File: src/pkg/inertia_pkg.sv
// Package: register map, field positions and reset values of the inertia ratio switching block
`default_nettype none
package inertia_pkg;
  // ------------------------------------------------------------
  // Register byte offsets
  // ------------------------------------------------------------
  localparam logic [7:0] OFS_CONTROL_MODE  = 8'h00;
  localparam logic [7:0] OFS_AUTOTUNE_MODE = 8'h04;
  localparam logic [7:0] OFS_ADAPT_FILTER  = 8'h08;
  localparam logic [7:0] OFS_FUNC_EXPAND   = 8'h0C;
  localparam logic [7:0] OFS_DIST_OBS      = 8'h10;
  localparam logic [7:0] OFS_FIRST_INERTIA = 8'h14;
  localparam logic [7:0] OFS_SECOND_INERTIA = 8'h18;
  localparam logic [7:0] OFS_STATUS        = 8'h1C;
  // ------------------------------------------------------------
  // Field positions and limits
  // ------------------------------------------------------------
  localparam int FX_OBSERVER_BIT = 0;
  localparam int FX_ENABLE_BIT   = 1;
  localparam int FX_GAIN1_BIT    = 2;
  localparam int DOB_ENABLE_BIT  = 1;
  localparam logic [3:0] CONTROL_MODE_MAX = 4'h6;
  // Status bit positions
  localparam int ST_SECOND_BIT  = 0;
  localparam int ST_APPLIC_BIT  = 1;
  localparam int ST_SERVO_BIT   = 2;
  localparam int ST_SELECT_BIT  = 3;
  // ------------------------------------------------------------
  // Reset values
  // ------------------------------------------------------------
  localparam logic [3:0]  RST_CONTROL_MODE = 4'h0;
  localparam logic [3:0]  RST_AUTOTUNE     = 4'h0;
  localparam logic [3:0]  RST_ADAPT        = 4'h0;
  localparam logic [15:0] RST_FUNC_EXPAND  = 16'h0000;
  localparam logic [15:0] RST_DIST_OBS     = 16'h0000;
  localparam logic [15:0] RST_INERTIA      = 16'h0000;
endpackage
`default_nettype wire

File: src/verilog/inertia_ratio_switching.sv
// Inertia ratio switching: parameter registers on APB and ratio selection for the control loop
// Function
// - Select input off applies first ratio, on applies second ratio.
// - Expansion bit 1 set enables switching; cleared makes switching invalid.
// - Expansion bit 2 set limits second ratio to first gain set active.
// - Switching works in every control mode code 0 through 6.
// - Switching only active while the drive is servo-on.
// - Both ratios mean load inertia over rotor inertia in the loop.
`default_nettype none
module inertia_ratio_switching
  import inertia_pkg::*;
#(
  parameter int RATIO_W = 16
)(
  input  wire logic               pclk,
  input  wire logic               presetn,
  input  wire logic               psel,
  input  wire logic               penable,
  input  wire logic               pwrite,
  input  wire logic [7:0]         paddr,
  input  wire logic [31:0]        pwdata,
  output logic      [31:0]        prdata,
  output logic                    pready,
  output logic                    pslverr,
  input  wire logic               inertia_select,
  input  wire logic               servo_on,
  input  wire logic               first_gain_active,
  output logic      [RATIO_W-1:0] applied_inertia,
  output logic                    second_applied
);

  // ------------------------------------------------------------
  // Elaboration checks
  // ------------------------------------------------------------
  // A ratio wider than the stored reset value cannot be served
  if (RATIO_W < 1 || RATIO_W > 16)
  begin : g_bad_ratio_w
    $error("RATIO_W must be 1 to 16");
  end

  // ------------------------------------------------------------
  // Bus access decode
  // ------------------------------------------------------------
  logic               access;
  logic               first_access;
  logic               wr_en;
  logic               rd_en;

  assign access       = psel && penable;
  // Only the first access cycle acts; the cycle that shows pready must not repeat it
  assign first_access = access && !pready;
  assign wr_en        = first_access && pwrite;
  assign rd_en        = first_access && !pwrite;

  // ------------------------------------------------------------
  // Parameter registers
  // ------------------------------------------------------------
  logic [3:0]         control_mode_param_q, control_mode_param_d;
  logic [3:0]         autotune_mode_param_q, autotune_mode_param_d;
  logic [3:0]         adaptive_filter_param_q, adaptive_filter_param_d;
  logic [15:0]        function_expansion_param_q, function_expansion_param_d;
  logic [15:0]        disturbance_observer_param_q, disturbance_observer_param_d;
  logic [RATIO_W-1:0] first_inertia_param_q, first_inertia_param_d;
  logic [RATIO_W-1:0] second_inertia_param_q, second_inertia_param_d;
  logic [3:0]         status_vec;
  logic [31:0]        read_word;
  logic               mapped;
  logic               refused;

  // Read multiplexer; narrow fields sit in the low bits and the rest reads as zero
  always_comb
  begin
    read_word = 32'h0000_0000;
    mapped    = 1'b1;
    case (paddr)
      OFS_CONTROL_MODE:   read_word = {28'h0, control_mode_param_q};
      OFS_AUTOTUNE_MODE:  read_word = {28'h0, autotune_mode_param_q};
      OFS_ADAPT_FILTER:   read_word = {28'h0, adaptive_filter_param_q};
      OFS_FUNC_EXPAND:    read_word = {16'h0, function_expansion_param_q};
      OFS_DIST_OBS:       read_word = {16'h0, disturbance_observer_param_q};
      OFS_FIRST_INERTIA:  read_word = 32'(first_inertia_param_q);
      OFS_SECOND_INERTIA: read_word = 32'(second_inertia_param_q);
      OFS_STATUS:         read_word = {28'h0, status_vec};
      default:            mapped    = 1'b0;
    endcase
    // Modes above 6 do not exist; the write is refused with an error
    refused = !mapped || (pwrite && paddr == OFS_STATUS) ||
              (pwrite && paddr == OFS_CONTROL_MODE && pwdata[3:0] > CONTROL_MODE_MAX);
  end

  // Refused writes leave every register as it was
  always_comb
  begin
    control_mode_param_d         = control_mode_param_q;
    autotune_mode_param_d        = autotune_mode_param_q;
    adaptive_filter_param_d      = adaptive_filter_param_q;
    function_expansion_param_d   = function_expansion_param_q;
    disturbance_observer_param_d = disturbance_observer_param_q;
    first_inertia_param_d        = first_inertia_param_q;
    second_inertia_param_d       = second_inertia_param_q;
    if (wr_en && !refused)
    begin
      case (paddr)
        OFS_CONTROL_MODE:   control_mode_param_d = pwdata[3:0];
        OFS_AUTOTUNE_MODE:  autotune_mode_param_d = pwdata[3:0];
        OFS_ADAPT_FILTER:   adaptive_filter_param_d = pwdata[3:0];
        OFS_FUNC_EXPAND:    function_expansion_param_d = pwdata[15:0];
        OFS_DIST_OBS:       disturbance_observer_param_d = pwdata[15:0];
        OFS_FIRST_INERTIA:  first_inertia_param_d = pwdata[RATIO_W-1:0];
        OFS_SECOND_INERTIA: second_inertia_param_d = pwdata[RATIO_W-1:0];
        default:            ;
      endcase
    end
  end

  always_ff @(posedge pclk or negedge presetn)
  begin
    if (!presetn)
    begin
      control_mode_param_q         <= RST_CONTROL_MODE;
      autotune_mode_param_q        <= RST_AUTOTUNE;
      adaptive_filter_param_q      <= RST_ADAPT;
      function_expansion_param_q   <= RST_FUNC_EXPAND;
      disturbance_observer_param_q <= RST_DIST_OBS;
      first_inertia_param_q        <= RATIO_W'(RST_INERTIA);
      second_inertia_param_q       <= RATIO_W'(RST_INERTIA);
    end
    else
    begin
      control_mode_param_q         <= control_mode_param_d;
      autotune_mode_param_q        <= autotune_mode_param_d;
      adaptive_filter_param_q      <= adaptive_filter_param_d;
      function_expansion_param_q   <= function_expansion_param_d;
      disturbance_observer_param_q <= disturbance_observer_param_d;
      first_inertia_param_q        <= first_inertia_param_d;
      second_inertia_param_q       <= second_inertia_param_d;
    end
  end

  // ------------------------------------------------------------
  // Bus response
  // ------------------------------------------------------------
  logic [31:0]        prdata_d;
  logic               pready_d;
  logic               pslverr_d;

  // One wait state: the answer is a registered copy of the first access cycle
  always_comb
  begin
    pready_d  = first_access;
    pslverr_d = first_access && refused;
    // Read data holds between reads, so a late sample still sees the last answer
    prdata_d  = rd_en ? read_word : prdata;
  end

  always_ff @(posedge pclk or negedge presetn)
  begin
    if (!presetn)
    begin
      prdata  <= 32'h0000_0000;
      pready  <= 1'b0;
      pslverr <= 1'b0;
    end
    else
    begin
      prdata  <= prdata_d;
      pready  <= pready_d;
      pslverr <= pslverr_d;
    end
  end

  // ------------------------------------------------------------
  // Ratio selection
  // ------------------------------------------------------------
  logic               mode_ok;
  logic               tuning_off;
  logic               observers_off;
  logic               switch_enabled;
  logic               gain_gate;
  logic               applicable;
  logic               use_second;
  logic [RATIO_W-1:0] applied_d;
  logic               second_applied_d;

  // Software-side preconditions are checked too, so a misconfigured drive falls back safely
  always_comb
  begin
    mode_ok          = control_mode_param_q <= CONTROL_MODE_MAX;
    tuning_off       = autotune_mode_param_q == 4'h0
                    && adaptive_filter_param_q == 4'h0;
    observers_off    = !function_expansion_param_q[FX_OBSERVER_BIT]
                    && !disturbance_observer_param_q[DOB_ENABLE_BIT];
    switch_enabled   = function_expansion_param_q[FX_ENABLE_BIT];
    // With the gain option set, the second ratio follows the first gain set
    gain_gate        = !function_expansion_param_q[FX_GAIN1_BIT] || first_gain_active;
    applicable       = servo_on && switch_enabled
                    && mode_ok && tuning_off && observers_off;
    // Select is used as given; stopping the motor before a change is the host's duty
    use_second       = applicable && gain_gate && inertia_select;
    applied_d        = use_second ? second_inertia_param_q : first_inertia_param_q;
    second_applied_d = use_second;
    status_vec                = 4'h0;
    status_vec[ST_SECOND_BIT] = second_applied;
    status_vec[ST_APPLIC_BIT] = applicable;
    status_vec[ST_SERVO_BIT]  = servo_on;
    status_vec[ST_SELECT_BIT] = inertia_select;
  end

  // ------------------------------------------------------------
  // Outputs to the control loop
  // ------------------------------------------------------------
  // Registered so the loop never sees a half-written parameter as a glitch
  always_ff @(posedge pclk or negedge presetn)
  begin
    if (!presetn)
    begin
      applied_inertia <= RATIO_W'(RST_INERTIA);
      second_applied  <= 1'b0;
    end
    else
    begin
      applied_inertia <= applied_d;
      second_applied  <= second_applied_d;
    end
  end

endmodule // inertia_ratio_switching
`default_nettype wire

File: config.mk
export PLATFORM = sky130hd
export DESIGN_NAME = inertia_ratio_switching
export DESIGN_NICKNAME = d
export VERILOG_FILES = /design/src/pkg/inertia_pkg.sv /design/src/verilog/inertia_ratio_switching.sv
export SDC_FILE = /design/constraint.sdc
export NUM_CORES = 1
export LEC_CHECK = 0
export ABC_AREA = 1
export BUFFER_PORTS_ARGS = -buffer_cell sky130_fd_sc_hd__buf_2
export CAP_MARGIN = 20
export CORE_ASPECT_RATIO = 0.5
export CORE_UTILIZATION = 30
export DETAILED_ROUTE_END_ITERATION = 10
export GPL_TIMING_DRIVEN = 0
export HOLD_SLACK_MARGIN = 0.05
export REMOVE_ABC_BUFFERS = 1
export SLEW_MARGIN = 20
export SYNTH_ARGS = -nofsm -noshare
export SYNTH_HDL_FRONTEND = slang
export SYNTH_SLANG_ARGS = --single-unit
File: constraint.sdc
create_clock -name pclk -period 1.5 [get_ports pclk]
set_input_delay 0 -clock pclk [delete_from_list [all_inputs] [get_ports pclk]]
set_output_delay 0 -clock pclk [all_outputs]
set_load 0.05 [all_outputs]
==> results of run 1 <==
## through the flow
stage / instances / utilization / TNS (ns)
floorplan: 655 / - / -141.78
global placement: 955 / 0.330 / -367.58
detailed placement: 965 / 0.344 / -72.17
CTS: 1024 / 0.394 / 0
global route: 1035 / 0.415 / -8.20
finish: 1035 / 0.415 / -3.16
## repair_timing
action	CTS	global route
gates resized for setup	12	81
gates cloned	1	3
endpoints found under the hold margin	128	0
setup endpoints to repair	108	109
hold buffers	22	0
pin swaps	7	28
buffers inserted	20	8
## path summary, 6_finish.rpt
path	slack (ns)	from	endpoint	cells after the start
worst max-delay path	-0.18	function_expansion_param_q[0]	applied_inertia[9]	8
worst min-delay path	0.05	pwrite	prdata[3]	4
worst max register to register	-0.18	function_expansion_param_q[0]	applied_inertia[9]	8
worst min register to register	0.48	prdata[15]	prdata[15]	2
max in group asynchronous	0.64	presetn	disturbance_observer_param_q[12]	3
min in group asynchronous	0.19	presetn	prdata[11]	2
## flip-flops by register name, summed over array words and instances, names as in the netlist
name	cells
applied_inertia	16
disturbance_observer_param_q	16
first_inertia_param_q	16
function_expansion_param_q	16
prdata	16
second_inertia_param_q	16
adaptive_filter_param_q	4
autotune_mode_param_q	4
control_mode_param_q	4
pready	1
pslverr	1
second_applied	1
## synth_stat cells
library cell,number,area share
buf_6,5,0.010
nand4_1,80,0.092
nor4_1,1,0.0011
inv_2,3,0.0021
buf_1,1,0.00069
conb_1,1,0.00069
nand2_2,1,0.0011
nor2_4,1,0.0021
nor2_1,44,0.030
nand4_2,4,0.0092
buf_2,17,0.016
nor3b_1,1,0.0014
nand3_1,16,0.015
dfrtp_1,111,0.51
nor3_1,5,0.0046
nand3_4,1,0.0032
clkinv_1,1,0.00069
nand2_1,288,0.20
nor2_2,4,0.0046
inv_1,35,0.024
buf_4,16,0.022
o21ai_0,27,0.025
clkbuf_1,16,0.011
a21oi_1,16,0.015
## report_power, final
part / total (mW) / switching (mW) / internal, mW
clock: 2.78 / 1.10 / 1.68
combinational: 0.470 / 0.330 / 0.140
sequential: 3.00 / 0.00235 / 2.99
## cell usage in the layout, fill, tap and decap left out, types with 2 or more instances in the layout
master / instances
a21oi_1: 11
a21oi_2: 5
buf_12: 9
buf_16: 4
buf_2: 65
buf_4: 17
buf_6: 7
buf_8: 2
bufinv_16: 3
clkbuf_16: 11
conb_1: 16
dfrtp_1: 111
dlygate4sd3_1: 22
inv_1: 34
inv_2: 3
nand2_1: 236
nand2_2: 49
nand2_4: 4
nand3_1: 16
nand4_1: 80
nand4_4: 4
nor2_1: 31
nor2_2: 9
nor2_4: 10
nor3_1: 3
nor3_2: 2
o21ai_0: 27
## critical path, cell delays in order, from the launching register on
cell and delay (ns):
dfrtp_1 0.42, nor3_2 0.19, nand2_1 0.12, nor2_2 0.16, nand4_1 0.19, buf_8 0.20
buf_12 0.15, nor2_1 0.09, a21oi_1 0.05
## final cells by class
type                       count  area [µm²]  share of cell area
timing repair buffer         129        1150               0.158
multi-input combinational    506        2560               0.351
clock inverter                 5         104              0.0143
tap                          234         293              0.0402
inverter                      39         155              0.0213
clock buffer                  11         243              0.0333
sequential                   111        2780               0.381
## metal layers
layer / part of all wire / global-route usage
met5: 0 / 0
met4: 0.016 / 0.0466
met3: 0.084 / 0.0401
met2: 0.48 / 0.289
met1: 0.43 / 0.236
## logic make-up after synthesis
family | synth area share
compound gates | 0.0395
simple gates | 0.363
other cells | 0.000689
buf+inv | 0.0866
flops | 0.510
==> results.yml, run 1 <==
cells_and_area:
  drive_gt1_frac: 0.265
  final_nets: 844
  area_delta_synth_final_pct: 33.9
  antenna_cells: 0
  fill_cells: 1735
  final_area_um2: 7290
global_routing:
  grt_max_degree: 62
  antenna_found_initial: 0
  overflow: 0
  grt_pass1_wl_mm: 26.0
  grt_pass1_vias: 4997
  grt_usage: 0.177
detailed_routing:
  first_pass_iters: 9
  drt_wl_total_mm: 16.7
  wl_per_cell_um: 16.2
  vias: 5223
  detail_route.vias_per_cell: 5.05
  drcViolationCount: 4
  drt-initial-drc-count: 447
  ant_nets: 0
floorplanning:
  start_util: 0.310
  rows: 34
  ioPinCount: 99
  dieHeight_um: 97.3
  die-area_um2: 18700
  fp.dieW_um: 193
  core-area_um2: 17600
critical_path:
  setup.worst_path.start_class: "flop"
  critPathRequiredTime_ns: 1.73
  cp_max_fo: 14
  cp.arrival_ns: 1.91
  setup.worst_path.class: "flop to flop"
  end_kind: "flop"
sta:
  hold_viol_final: 0
  slew_headroom: 0.424
  setup-violations-final: 48
  grt_setup_unrepaired: "true"
  whs_ns: 0.0509
  timing.final.ws_setup_ns: -0.178
  period_needed_ns: 1.68
  fin_crit_sh: 1.12
  worstMarginPinSlew_ns: 0.863
  finalMaxSlewViolations: 0
  max_freq_mhz: 596
  fin_worst_skew_ns: 0.00690
power_and_ir_drop:
  power.leakage_nw: 3.87
  power_density_nw_per_um2: 858
  vdd_drop_max_mv: 0.482
  finalPower_mw: 6.25
yosys:
  synth.cell_area_um2: 5440
  synth-seq-cells: 111
  yosys_warnings: 0
  ys_types: 24
  avgSynthCellArea_um2: 7.83
  netlist_instances: 695
  ys_seq_area_frac: 0.510
place:
  gp_congestion: 0.871
  dp.final_hpwl_mm: 9.41
  pre_cts_slack_ns: -1.36
  place_area_um2: 6050
  port_buffers: 66
clock_network:
  clk_latency_ns: 0.35
  clk_pin_slew_worst_paths_ns: 0.07
  root_buffer: "clkbuf_16"
  cts_tree: "done"
  htree_levels: 3
  cts_buffers: 9
  cts_buffer_depth: 2
  numClockSinks: 111
hold_path:
  hp-class: "input port to flop"
run_status:
  outcome: "complete, but fails checks"
  violations: "design-rule violations, negative setup slack"
job:
  cap_violations: 0
(Power assumes the default switching activity.)
==> inputs of run 2 (changes only) <==
- RECOVER_POWER: default -> 50
- SETUP_SLACK_MARGIN: default -> 0.4
==> run 2 against run 1 <==
  * The flow still finishes with violations (design-rule violations, negative setup slack)
  * Maximum frequency up 2.6%
  * Critical path depth is the same
  * Register-to-register slack better by 0.04 ns
  * Cell area rose by 1.9%
  * Sequential power is essentially flat
  * Core utilization up 0.77 points
  * Sequential share of layout area decreased by 0.69 points
  * Setup slack gained 0.042 ns
  * Clock power about the same
  * Combinational power down 2%
  * Power is essentially flat
  * Die area unchanged
  * Critical path type unchanged
  * Critical endpoint is now applied_inertia[8]
  * Largest cell class unchanged
==> results.yml, run 2 (same netlist as run 1, synthesis figures left out) <==
power_and_ir_drop:
  combPwrFrac: 0.074
  pwr-share-clk: 0.447
  finalPower_mw: 6.25
  power_density_nw_per_um2: 842
  p_seq_frac: 0.479
  power.leakage_nw: 3.85
  internal_power_mw: 4.81
  p_sw_frac: 0.231
  vdd_drop_max_mv: 0.501
  p_switching_mw: 1.44
global_routing:
  grt_max_degree: 62
  grt_pass1_vias: 5040
  grt_pass1_wl_mm: 26.4
  grt_usage: 0.181
  antenna_found_initial: 0
  overflow: 0
sta:
  fin_worst_skew_ns: 0.00758
  finalMaxSlewViolations: 0
  slew_headroom: 0.416
  hold_viol_final: 0
  setup-violations-final: 32
  worstMarginPinSlew_ns: 0.874
  fin_crit_sh: 1.09
  period_needed_ns: 1.64
  timing.final.ws_setup_ns: -0.136
  grt_setup_unrepaired: "true"
  max_freq_mhz: 611
floorplanning:
  rows: 34
  core-area_um2: 17600
  dieHeight_um: 97.3
  start_util: 0.310
  fp.dieW_um: 193
  die-area_um2: 18700
  ioPinCount: 99
cells_and_area:
  final_common_cell: "nand2_1"
  area_delta_synth_final_pct: 36.3
  final_cell_mix: "nand2_1 (228), dfrtp_1 (111), nand4_1 (80)"
  final_area_um2: 7420
  antenna_cells: 0
  drive_gt1_frac: 0.284
  fin_util: 0.422
  final_nets: 850
place:
  gp_congestion: 0.871
  port_buffers: 66
  dp.final_hpwl_mm: 9.41
  place_area_um2: 6050
detailed_routing:
  ant_nets: 0
  vias: 5292
  first_pass_iters: 8
  drcViolationCount: 4
  drt_wl_total_mm: 17.1
  wl_per_cell_um: 16.4
  drt-initial-drc-count: 490
  detail_route.vias_per_cell: 5.08
hold_path:
  hp-class: "input port to flop"
  min_path_cells: 5
critical_path:
  crit_chain: "nor3_2 -> nand2_1 -> nor2_2 -> nand4_1 -> buf_8 -> buf_12 -> nor2_1 -> a21oi_1"
  critPathRequiredTime_ns: 1.73
  r2r-end: "applied_inertia[8]"
  reg2reg_slack_ns: -0.14
  setup.worst_path.class: "flop to flop"
  max_stage_delay_ns: 0.41
  cp_max_fo: 7
  cp-endpoint: "applied_inertia[8]"
  end_kind: "flop"
  crit_start: "adaptive_filter_param_q[0]"
  ff2ff_path_depth: 8
  cp.arrival_ns: 1.87
  setup.worst_path.start_class: "flop"
  regToRegStartpoint: "adaptive_filter_param_q[0]"
  crit_slowest_cell: "dfrtp_1"
clock_network:
  cts_tree: "done"
  cts_buffers: 9
  htree_levels: 3
  cts_buffer_depth: 2
  clk_latency_ns: 0.35
  root_buffer: "clkbuf_16"
  clk_pin_slew_worst_paths_ns: 0.07
  numClockSinks: 111
job:
  cap_violations: 0
run_status:
  outcome: "complete, but fails checks"
  violations: "design-rule violations, negative setup slack"
==> run 2: area by class of cell <==
cell class,instances,area [µm²]
fillers,1745,10100
flip-flops and latches,111,2780
multi-input cells,506,2660
repair buffers,135,1190
well taps,234,293
clock buffers,11,243
inverters,39,155
clock inverters,5,104
==> run 2: metal layers <==
layer | vias to the layer above | share of wire | global-route usage
li1 | 2455 | - | -
met1 | 2572 | 0.41 | 0.239
met2 | 236 | 0.48 | 0.294
met3 | 29 | 0.087 | 0.0412
met4 | 0 | 0.018 | 0.0503
met5 | - | 0 | 0
==> run 2: power by group through the flow <==
stage / logic (mW) / registers, mW / clock network [mW]
finish: 0.462 / 3.00 / 2.79
global route: 0.499 / 3.00 / 2.95
CTS: 0.454 / 3.00 / 2.83
detailed placement: 0.379 / 3.06 / 0
global placement: 0.340 / 3.06 / 0
floorplan: 0.154 / 3.07 / 0
==> run 2: worst min path at each step <==
stage          startpoint                         end  slack (ns)
6_report         servo_on              second_applied        0.09
5_1_grt          servo_on              second_applied        0.09
4_1_cts              psel                      pready       -0.07
3_5_place_dp      presetn  second_inertia_param_q[11]      -0.006
3_3_place_gp         psel                      pready        0.27
2_1_floorplan     presetn  adaptive_filter_param_q[0]       -0.30
==> run 2: worst max-delay path: cells and delay by family, from the launching register on <==
kind | cells | cell delay (ns)
AOI/OAI and AO/OA | 1 | 0.05
buffers and inverters | 2 | 0.34
and+or+nand+nor | 5 | 0.72
DFF | 1 | 0.41
==> run 2: timing repair <==
action,4_1_cts,5_1_grt
setup buffers,26,11
endpoints found under the setup margin,108,110
resized for setup,20,108
gates cloned,2,3
pin swaps,8,22
endpoints found under the hold margin,128,0
hold buffers,18,0
==> run 2: per-stage QoR <==
stage	instances	setup TNS (ns)	setup slack, ns	hold slack, ns
2_1_floorplan	655	-141.78	-1.74	-0.296
4_1_cts	1027	0	0.00194	-0.0746
5_1_grt	1041	-7.36	-0.182	0.0869
3_5_place_dp	965	-72.17	-1.36	-0.00564
6_report	1041	-2.25	-0.136	0.0866
3_3_place_gp	955	-367.58	-2.99	0.266
